$ cat src/rtl/encoder_port_cfg.svh
/*
 * constants of the position port: register offsets, reset values,
 * mode codes and output timing counts.
 * assumes a 100 MHz hclk and a 32-bit ahb-lite register bus.
 */
//
// Contract
// (RULE1) output mode drives A, B and index, A and B a quarter period apart.
// (RULE2) A/B phase offset stays within ninety plus or minus twenty degrees.
// (RULE3) emulated output edges never exceed three megahertz output frequency.
// (RULE4) feedback position width for emulation is configurable up to 24 bits.
// (RULE5) pulses per revolution before quadrature multiplication are programmable.
// (RULE6) index position offset is programmable within one revolution and held.
// (RULE7) output pulses derive from changes of the cyclic absolute feedback position.
// (RULE8) up/down mode: up pulses raise, down pulses lower the commanded position.
// (RULE9) quadrature mode accepts A/B with index as command or feedback; the port uses it as command only.
// (RULE10) a slave follows a master's emulated output in speed and direction.
// (RULE11) port is one role at a time: step, up/down, quadrature in, or output.
// (RULE12) step/direction scaling of steps to motion is programmable.
// (RULE13) quadrature input counts every A and B edge by which channel leads.
// (RULE14) emulated index asserts once per revolution at the programmed offset.
`ifndef ENCODER_PORT_CFG_SVH
`define ENCODER_PORT_CFG_SVH

// ==========================================================
// register offsets
`define OFS_CTRL        8'h00
`define OFS_PPR         8'h04
`define OFS_IDX_OFS     8'h08
`define OFS_STEP_SCALE  8'h0c
`define OFS_CMD_POS     8'h10
`define OFS_EMU_CNT     8'h14
`define OFS_IDX_LATCH   8'h18

// ==========================================================
// mode codes and reset values
`define MODE_STEP_DIR   2'h0
`define MODE_UP_DOWN    2'h1
`define MODE_QUAD_IN    2'h2
`define MODE_QUAD_OUT   2'h3
`define RST_MODE        2'h0
`define RST_PPR         24'h000400
`define RST_IDX_OFS     26'h0000000
`define RST_STEP_SCALE  16'h0001

// ==========================================================
// output timing
`define CLK_KHZ         100000
`define MAX_OUT_KHZ     3000
`define EDGE_GAP        ((`CLK_KHZ + 4 * `MAX_OUT_KHZ - 1) / (4 * `MAX_OUT_KHZ))

`endif

$ cat src/rtl/encoder_port_pkg.sv
/*
 * types of the position port: mode enumeration, pin groups and
 * the packed state record of the port.
 * assumes encoder_port_cfg.svh for the mode codes.
 */
`include "encoder_port_cfg.svh"

package encoder_port_pkg;

   typedef enum logic [1:0] {
      STEP_DIR = `MODE_STEP_DIR,
      UP_DOWN  = `MODE_UP_DOWN,
      QUAD_IN  = `MODE_QUAD_IN,
      QUAD_OUT = `MODE_QUAD_OUT
   } port_mode_t;

   // receiver side of the position_port_connector
   typedef struct packed {
      logic a;
      logic b;
      logic z;
   } pin_in_t;

   // driver side of the position_port_connector
   typedef struct packed {
      logic a;
      logic b;
      logic z;
      logic oe;
   } pin_out_t;

   typedef struct packed {
      port_mode_t   mode;
      logic [23:0]  ppr;
      logic [25:0]  idx_ofs;
      logic [15:0]  step_scale;
      logic [31:0]  cmd_pos;
      logic [31:0]  idx_latch;
      logic [25:0]  emu_cnt;
      logic [25:0]  tgt;
      logic [3:0]   gap;
      pin_in_t      pin_prev;
      pin_out_t     pout;
      logic         a_valid;
      logic         a_write;
      logic [7:0]   a_addr;
      logic [31:0]  rdata;
   } port_state_t;

endpackage

$ cat src/rtl/encoder_port.sv
/*
 * position port of a motor drive: step/direction, up/down and
 * quadrature inputs drive a commanded position; quadrature output
 * mode emulates an encoder from the absolute feedback position.
 * assumes pins already synchronous to hclk and an ahb-lite master
 * that issues single word transfers.
 */
// Local design decisions: the placing of the registers and the AHB-Lite interface to the registers.
`timescale 1ns/1ps
`default_nettype none
`include "encoder_port_cfg.svh"

module encoder_port #(
   parameter int RES_W = 24
) (
   // clock and reset
   input  wire logic                      hclk,
   input  wire logic                      hresetn,
   // ahb-lite slave
   input  wire logic                      hsel,
   input  wire logic [31:0]               haddr,
   input  wire logic [1:0]                htrans,
   input  wire logic                      hwrite,
   input  wire logic [2:0]                hsize,
   input  wire logic [31:0]               hwdata,
   input  wire logic                      hready,
   output logic                           hreadyout,
   output logic                           hresp,
   output logic [31:0]                    hrdata,
   // primary feedback, cyclic absolute position within one turn
   input  wire logic [RES_W-1:0]          fb_position,
   // position_port_connector
   input  wire encoder_port_pkg::pin_in_t  pin_in,
   output encoder_port_pkg::pin_out_t      pin_out,
   // commanded position to the motion loop
   output logic [31:0]                    cmd_position
);
   import encoder_port_pkg::*;

   localparam logic [3:0] GAP_RELOAD = 4'(`EDGE_GAP - 1);

   if (RES_W < 1 || RES_W > 24) begin : g_chk
      $error("RES_W must lie between 1 and 24");
   end
   if (`EDGE_GAP < 1 || `EDGE_GAP > 16) begin : g_gap
      $error("edge gap does not fit its counter");
   end

   port_state_t st_r;
   port_state_t st_nxt;

   // ==========================================================
   // helpers

   // +1 / -1 / 0 from one quadrature sample pair, every edge counts
   function automatic logic [1:0] quad_step(input logic [1:0] p, input logic [1:0] c);
      logic [3:0] t;
      t = {p, c};
      case (t)
         4'b0010, 4'b1011, 4'b1101, 4'b0100: quad_step = 2'b01;
         4'b0001, 4'b0111, 4'b1110, 4'b1000: quad_step = 2'b11;
         default:                            quad_step = 2'b00;
      endcase
   endfunction

   // one count forward or back inside a revolution of span counts
   function automatic logic [25:0] wrap_step(input logic [25:0] v, input logic up,
                                             input logic [25:0] span);
      if (up) begin
         wrap_step = (v == span - 26'h1) ? 26'h0 : v + 26'h1;
      end else begin
         wrap_step = (v == 26'h0) ? span - 26'h1 : v - 26'h1;
      end
   endfunction

   // quadrature phase of a count: 00, 10, 11, 01 as {a, b}
   function automatic logic [1:0] quad_phase(input logic [1:0] c);
      quad_phase = {c[1] ^ c[0], c[1]};
   endfunction

   function automatic logic [31:0] read_reg(input port_state_t s, input logic [7:0] a);
      read_reg = 32'h0;
      if (a == `OFS_CTRL) begin
         read_reg = {30'h0, s.mode};
      end else if (a == `OFS_PPR) begin
         read_reg = {8'h0, s.ppr};
      end else if (a == `OFS_IDX_OFS) begin
         read_reg = {6'h0, s.idx_ofs};
      end else if (a == `OFS_STEP_SCALE) begin
         read_reg = {16'h0, s.step_scale};
      end else if (a == `OFS_CMD_POS) begin
         read_reg = s.cmd_pos;
      end else if (a == `OFS_EMU_CNT) begin
         read_reg = {6'h0, s.emu_cnt};
      end else if (a == `OFS_IDX_LATCH) begin
         read_reg = s.idx_latch;
      end
   endfunction

   // ==========================================================
   // combinational part
   logic [25:0] span;
   logic [49:0] prod;
   logic [25:0] delta;
   logic [1:0]  qstep;
   logic [1:0]  ph;
   logic        take;
   logic [31:0] scale32;

   always_comb begin
      st_nxt  = st_r;
      span    = {st_r.ppr, 2'b00};
      // widen both factors first so the product keeps its upper bits
      prod    = 50'({{(26 - RES_W){1'b0}}, fb_position}) * 50'(span);
      delta   = 26'h0;
      qstep   = 2'b00;
      ph      = 2'b00;
      scale32 = {16'h0, st_r.step_scale};
      take    = hsel & hready & htrans[1];

      // bus: address phase captured, write applied in data phase
      st_nxt.rdata = 32'h0;
      if (hready) begin
         st_nxt.a_valid = take;
         st_nxt.a_write = take & hwrite;
         st_nxt.a_addr  = haddr[7:0];
         if (take && !hwrite) begin
            st_nxt.rdata = read_reg(st_r, haddr[7:0]);
         end
      end
      if (st_r.a_valid && st_r.a_write) begin
         if (st_r.a_addr == `OFS_CTRL) begin
            st_nxt.mode = port_mode_t'(hwdata[1:0]);                       // see (RULE11)
         end else if (st_r.a_addr == `OFS_PPR) begin
            st_nxt.ppr = (hwdata[23:0] == 24'h0) ? 24'h1 : hwdata[23:0];    // see (RULE5)
         end else if (st_r.a_addr == `OFS_IDX_OFS) begin
            st_nxt.idx_ofs = hwdata[25:0];                                  // see (RULE6)
         end else if (st_r.a_addr == `OFS_STEP_SCALE) begin
            st_nxt.step_scale = hwdata[15:0];                               // see (RULE12)
         end else if (st_r.a_addr == `OFS_CMD_POS) begin
            st_nxt.cmd_pos = hwdata;
         end
      end

      // emulation target: feedback scaled to counts per turn
      st_nxt.tgt = 26'(prod >> RES_W);                                      // see (RULE4)
      st_nxt.pin_prev = pin_in;

      case (st_r.mode)
         STEP_DIR: begin
            if (pin_in.a && !st_r.pin_prev.a) begin
               st_nxt.cmd_pos = pin_in.b ? st_r.cmd_pos - scale32
                                         : st_r.cmd_pos + scale32;          // see (RULE12)
            end
         end
         UP_DOWN: begin
            if (pin_in.a && !st_r.pin_prev.a && !(pin_in.b && !st_r.pin_prev.b)) begin
               st_nxt.cmd_pos = st_r.cmd_pos + scale32;                     // see (RULE8)
            end else if (pin_in.b && !st_r.pin_prev.b && !(pin_in.a && !st_r.pin_prev.a)) begin
               st_nxt.cmd_pos = st_r.cmd_pos - scale32;                     // see (RULE8)
            end
         end
         QUAD_IN: begin
            qstep = quad_step({st_r.pin_prev.a, st_r.pin_prev.b}, {pin_in.a, pin_in.b});
            if (qstep == 2'b01) begin
               st_nxt.cmd_pos = st_r.cmd_pos + 32'h1;                       // see (RULE13)
            end else if (qstep == 2'b11) begin
               st_nxt.cmd_pos = st_r.cmd_pos - 32'h1;                       // see (RULE10)
            end
            if (pin_in.z && !st_r.pin_prev.z) begin
               st_nxt.idx_latch = st_nxt.cmd_pos;                           // see (RULE9)
            end
         end
         default: begin
         end
      endcase

      // emulated encoder: walk one count per allowed edge toward target
      if (st_r.mode == QUAD_OUT) begin
         if (st_r.gap != 4'h0) begin
            st_nxt.gap = st_r.gap - 4'h1;                                   // see (RULE3)
         end else if (st_r.tgt != st_r.emu_cnt) begin
            delta = (st_r.tgt >= st_r.emu_cnt) ? st_r.tgt - st_r.emu_cnt
                                               : st_r.tgt + span - st_r.emu_cnt;
            // shortest way round the turn decides direction
            st_nxt.emu_cnt = wrap_step(st_r.emu_cnt, delta <= (span >> 1), span);   // see (RULE7)
            st_nxt.gap     = GAP_RELOAD;                                    // see (RULE2)
         end
      end else begin
         // silent tracking so entering output mode gives no burst
         st_nxt.emu_cnt = (st_r.tgt >= span) ? 26'h0 : st_r.tgt;
         st_nxt.gap     = 4'h0;
      end

      ph = quad_phase(st_nxt.emu_cnt[1:0]);
      st_nxt.pout.oe = (st_r.mode == QUAD_OUT);                              // see (RULE11)
      // outputs stay low while the port is not driving
      st_nxt.pout.a  = (st_r.mode == QUAD_OUT) & ph[1];                      // see (RULE1)
      st_nxt.pout.b  = (st_r.mode == QUAD_OUT) & ph[0];
      st_nxt.pout.z  = (st_r.mode == QUAD_OUT) && (st_nxt.emu_cnt == st_r.idx_ofs); // see (RULE14)
   end

   // ==========================================================
   // state register
   always_ff @(posedge hclk or negedge hresetn) begin
      if (!hresetn) begin
         st_r            <= '0;
         st_r.mode       <= port_mode_t'(`RST_MODE);
         st_r.ppr        <= `RST_PPR;
         st_r.idx_ofs    <= `RST_IDX_OFS;
         st_r.step_scale <= `RST_STEP_SCALE;
      end else begin
         st_r <= st_nxt;
      end
   end

   // ==========================================================
   // outputs
   assign hreadyout    = 1'b1;
   assign hresp        = 1'b0;
   assign hrdata       = st_r.rdata;
   assign pin_out      = st_r.pout;
   assign cmd_position = st_r.cmd_pos;

endmodule
`default_nettype wire

$ cat config.mk
export PLATFORM = sky130hd
export DESIGN_NAME = encoder_port
export DESIGN_NICKNAME = d
export VERILOG_FILES = /design/src/rtl/encoder_port_pkg.sv /design/src/rtl/encoder_port.sv
export VERILOG_INCLUDE_DIRS = /design/src /design/src/rtl
export SDC_FILE = /design/constraint.sdc
export NUM_CORES = 2
export LEC_CHECK = 0
export CAP_MARGIN = 20
export CORE_ASPECT_RATIO = 2
export CORE_MARGIN = 4
export CORE_UTILIZATION = 35
export DETAILED_ROUTE_END_ITERATION = 10
export DONT_BUFFER_PORTS = 1
export GPL_ROUTABILITY_DRIVEN = 0
export SLEW_MARGIN = 0
export SYNTH_ARGS = -nofsm -noshare
export SYNTH_HDL_FRONTEND = slang
export SYNTH_SLANG_ARGS = --single-unit
$ cat constraint.sdc
create_clock -name hclk -period 10.9 [get_ports hclk]
set_clock_uncertainty 0.05 [all_clocks]
set_input_delay 0 -clock hclk [delete_from_list [all_inputs] [get_ports hclk]]
set_output_delay 0 -clock hclk [all_outputs]
set_load 0.01 [all_outputs]
Word-level counts from Yosys, hierarchy flattened
Memory sizes are Yosys's and may differ from the RTL's.
Cells that the tools add are included.
{ "op_classes": {"add_sub_neg": 11, "mul": 1, "n_lt_le_gt_ge": 3, "eq_ne": 19, "mux": 35, "bitwise_logic": 9, "reduce_logical": 25} }
{ "ops": {"columns": ["operator", "n"], "rows": [
  ["32-bit 2-to-1 mux", 21],
  ["26-bit 2-to-1 mux", 8],
  ["32-bit one-hot mux with 3 select lines", 1],
  ["26-bit == test", 2],
  ["26-bit greater-or-equal comparator", 2],
  ["26-bit by 1-bit subtractor with 26-bit output, second input constant", 2],
  ["26-bit subtractor", 2],
  ["24-bit by 24-bit multiplier with 48-bit output", 1],
  ["32-bit by 1-bit adder with 32-bit output, second input constant", 1],
  ["32-bit by 16-bit adder with 32-bit output", 1],
  ["8-bit by 4-bit == test with 1-bit output, second input constant", 4],
  ["8-bit by 5-bit == test with 1-bit output, second input constant", 4],
  ["32-bit by 1-bit subtractor with 32-bit output, second input constant", 1],
  ["32-bit by 16-bit subtractor with 32-bit output", 1],
  ["26-bit by 1-bit adder with 26-bit output, second input constant", 1],
  ["26-bit adder", 1],
  ["26-bit by 25-bit less-or-equal comparator with 1-bit output", 1],
  ["26-bit zero test", 1],
  ["26-bit != test", 1],
  ["24-bit zero test", 1],
  ["24-bit 2-to-1 mux", 1],
  ["8-bit by 3-bit == test with 1-bit output, second input constant", 2],
  ["8-bit zero test", 2],
  ["4-bit 2-to-1 mux", 3],
  ["16 further kinds", 38]
]} }
{ "totals": {"regBits": 237, "rom_bits": 32, "inputBits": 101, "output_inout_bits": 70, "elab_cells": 124, "n_memories": 1} }
{ "mem_list": {"columns": ["memory", "depth", "word_bits", "rd", "rd_ports_with_merged_regs", "write_ports", "line", "rtl"], "rows": [
  ["(no name shown)", 16, 2, 1, 0, 0, "encoder_port.sv:59", "case (t)"]
]} }

Longest topological paths before layout
{ "depth": {"ltp_word": 10, "ltp_mapped": 35, "ltp_nobuf": 32} }

Worst setup path before layout
OpenSTA, ideal clock, no wires.
{ "synth_path": {"path_kind": "register to register", "startpoint": "register st_r, in the netlist span[13]", "endpoint": "register st_r[78] in the netlist's numbering", "setup_time_ps": 80, "arrival_time_ps": 7828, "required_time_ps": 10770, "path_slack_ps": 2942, "path_stages_with_launch": 32, "path_buffers": 3, "period_less_slack_ps": 7958, "path_cell_list": "dfrtp_1 > clkbuf_1 > clkbuf_1 > clkbuf_1 > nand2_1 > fa_1 > inv_1 > fa_1 > inv_1 > fa_1 > fa_1 > inv_1 > fa_1 > inv_1 > fa_1 > inv_1 > fa_1 > ha_1 > a21oi_1 > o21ai_0 > a21oi_1 > o211a_1 > o31ai_1 > a41o_1 > a41oi_1 > a211o_1 > o21ai_0 > a221o_1 > o41ai_1 > o21bai_1 > a21oi_1 > xnor2_1"} }
{ "synth_between": {"elab_chain_len": 1} }
{ "synth_lines": {"columns": ["item", "line", "rtl"], "rows": [
  ["start, declared", "encoder_port.sv:49", "port_state_t st_r;"],
  ["start signal, assigned", "encoder_port.sv:213", "st_r <= st_nxt;"],
  ["24-bit by 24-bit multiplier with 48-bit output", "encoder_port.sv:114", "prod = 50'({{(26 - RES_W){1'b0}}, fb_position}) * 50'(span);"],
  ["named net prod[49]", "encoder_port.sv:103", "logic [49:0] prod;"]
]} }
The timed path passes the listed nets, and every way through them passes these cells.
A chain may end at the register's enable or synchronous reset.

==> out/metrics.cfg <==
[clock_tree]
clockRootBuffer=clkbuf_16
clock_sinks=237
cts_htree_levels=1
cts_post_setup_buffers_inserted=0
clk_path_buf_depth=3
numCtsBuffers=24
clk_transition_reported_paths_ns=0.07
tritoncts=done
clk_latency_ns=0.63

[die]
initial_core_util=0.3529
row_count=177
ios=171
die_h_um=493.1
die-area_um2=123600
die_w_um=250.6
design.core.area_um2=116700

[timing]
setup_violations=0
rsz0062_at_grt=no
fin_crit_sh=0.8828
hold_viol_final=1
post-route-min-period_ns=9.623
maxSlewHeadroom=0.1835
setup_tns_ns=0
fmax_ghz=0.1039
max_slew.worst_pin.slew_ns=1.214
slew_violations=0
timing.hold.ws_ns=-0.03080

[layout]
layout.cells.most_common=inv_1
instances_no_fill=6349
final_net_count=5706
syn2layout_area_growth_pct=6.400
multi_input_area_um2=30970
regArea_um2=5938
fillCellCount=11890
design_area_um2=43820
drive_gt1_frac=0.06119
final_cell_mix=inv_1, nand2_1, fa_1, nor2_1, ha_1

[yosys]
synthFlopType=dfrtp_1
ys_ff_latch=237
post_synth_num_cell_types=101
syn-num-nets=5882
synth_edf_count=0
yosysSeqAreaShare=0.1441
synthArstFlopShare=1.000
syn_avg_cell_area_um2=8.299
yosys_warnings=0
synth_area_um2=41190
synthCells=4963

[detailed_routing]
postRouteAntennaNets=0
vias_per_cell=5.836
drtPass1Iterations=6
drc=0
drt_wl_total_um=163700
wl_per_cell_um=25.79
drt-initial-drc-count=2700
vias=37050

[worst_setup_path]
cp_slowest_stage_delay_ns=1.16
worstPathMaxFanout=20
crit_buf_inv=2
crit_path_end_kind=flop
worstSetupPathType=reg2reg
cp_common_cell=a21oi_1
crit_arrival_ns=9.98
cp_slowest_cell=dfrtp_1
critPathTopFamily=compound AO/OA/AOI/OAI gates
required_ns=11.26
critPathLaunchType=flop

[placement]
portBuffers=0
placed_cell_area_um2=42180
dpl.cell_count=6213
hpwl_um=122800

[status]
status=finished with violations
violations=hold timing

[flow_run]
maxCapViolCount=0

[global_routing]
grt_start_max_net_pins=238
grt_pass1_wl_um=244400
antenna_found_initial=20
grt_use_total=0.2635
grt_pass1_vias=39400
overflow=0

[worst_hold_path]
hold_class=in2reg

-- state kept, by name, summed over array words and instances, names as in the netlist --
name          count
scale32          16
cmd_position     32
st_r            129
hrdata           32
pin_out           4
span             24
-- final cells by class --
type | instances | share of cell area
clock inverters | 10 | 0.003055
clock buffers | 34 | 0.01527
diodes | 23 | 0.001313
flip-flops and latches | 237 | 0.1355
repair buffers | 160 | 0.03369
inverters | 713 | 0.06107
multi-input cells | 3651 | 0.7067
well taps | 1521 | 0.04343
-- path summary, 6_finish.rpt --
path | depth (start not counted) | to | slack, ns | startpoint
worst max-delay path | 28 | pin_out[1]$_DFF_PN0_ | 1.28 | span[8]$_DFFE_PN0P_
worst min-delay path | 4 | hrdata[9]$_DFF_PN0_ | -0.03 | haddr[2]
worst max register to register | 28 | pin_out[1]$_DFF_PN0_ | 1.28 | span[8]$_DFFE_PN0P_
worst min register to register | 2 | st_r[130]$_DFFE_PN0P_ | 0.43 | st_r[130]$_DFFE_PN0P_
max in group asynchronous | 3 | cmd_position[9]$_DFF_PN0_ | 9.57 | hresetn
min in group asynchronous | 2 | hrdata[17]$_DFF_PN0_ | 0.05 | hresetn
-- routing by layer --
metal	global-route usage	vias to the layer above	wire length, µm	part of all wire
met5	0	-	24	0.00015
li1	-	15810	-	-
met3	0.07798	1064	14120	0.086
met1	0.2319	18100	46950	0.29
met4	0.2624	2	22010	0.13
met2	0.4644	2071	80650	0.49
-- synth_stat cells (all sizes together), types with 10 or more instances --
master	number	share of area
a21oi	247	0.030
buf	113	0.017
a221o	10	0.0024
a31oi	21	0.0032
xnor2	164	0.035
inv	709	0.065
nand2b	25	0.0038
fa	508	0.25
or3	20	0.0032
o211ai	23	0.0042
a2111oi	10	0.0024
a21o	42	0.0077
nor3	99	0.013
clkbuf	249	0.023
nand2	640	0.058
nor2	318	0.029
o21ai	215	0.026
nor2b	22	0.0033
nand4	46	0.0074
o21bai	10	0.0018
o31ai	19	0.0036
mux2	88	0.024
and3	19	0.0029
nor4	33	0.0057
o21a	25	0.0046
a221oi	22	0.0048
ha	310	0.094
dfrtp	235	0.14
a22oi	50	0.0091
nand3	83	0.010
and2	212	0.032
a211o	12	0.0026
mux2i	81	0.020
xor2	72	0.015
a211oi	51	0.010
-- through the flow --
step	setup WS, ns	util
after global placement	1.879	0.3614
after CTS	1.688	0.3739
after global routing	0.8239	0.3752
after detailed placement	1.715	0.3614
final	1.277	0.3755
after floorplan	2.942	-
-- cell families (layout without fill, tap and decap cells) --
kind of cell	after synthesis	count (layout)	synth area share
DFF	237	237	0.1441
adders and majority gates	818	818	0.3411
AOI/OAI and AO/OA	851	851	0.1332
other	2	25	0.0001823
buffers and inverters	1075	917	0.1050
xor gates and xnor gates	236	236	0.05018
and+or+nand+nor	1570	1570	0.1799
muxes	174	174	0.04648
-- worst reg2reg max path, delay by kind of cell (launching register included) --
kind,cells,cell delay [ns]
adders and majority gates,3,1.26
and+or+nand+nor,7,1.80
DFF,1,1.16
buffers and inverters,2,0.48
AOI/OAI and AO/OA,14,4.37
xor gates and xnor gates,2,0.29
-- repair_timing --
action	4_1_cts	5_1_grt
hold buffers	60	0
resized for setup	0	0
endpoints found under the hold margin	412	0
Power is not shown: default switching activity piles up to over one toggle a cycle in this logic, so the estimate is an artifact.
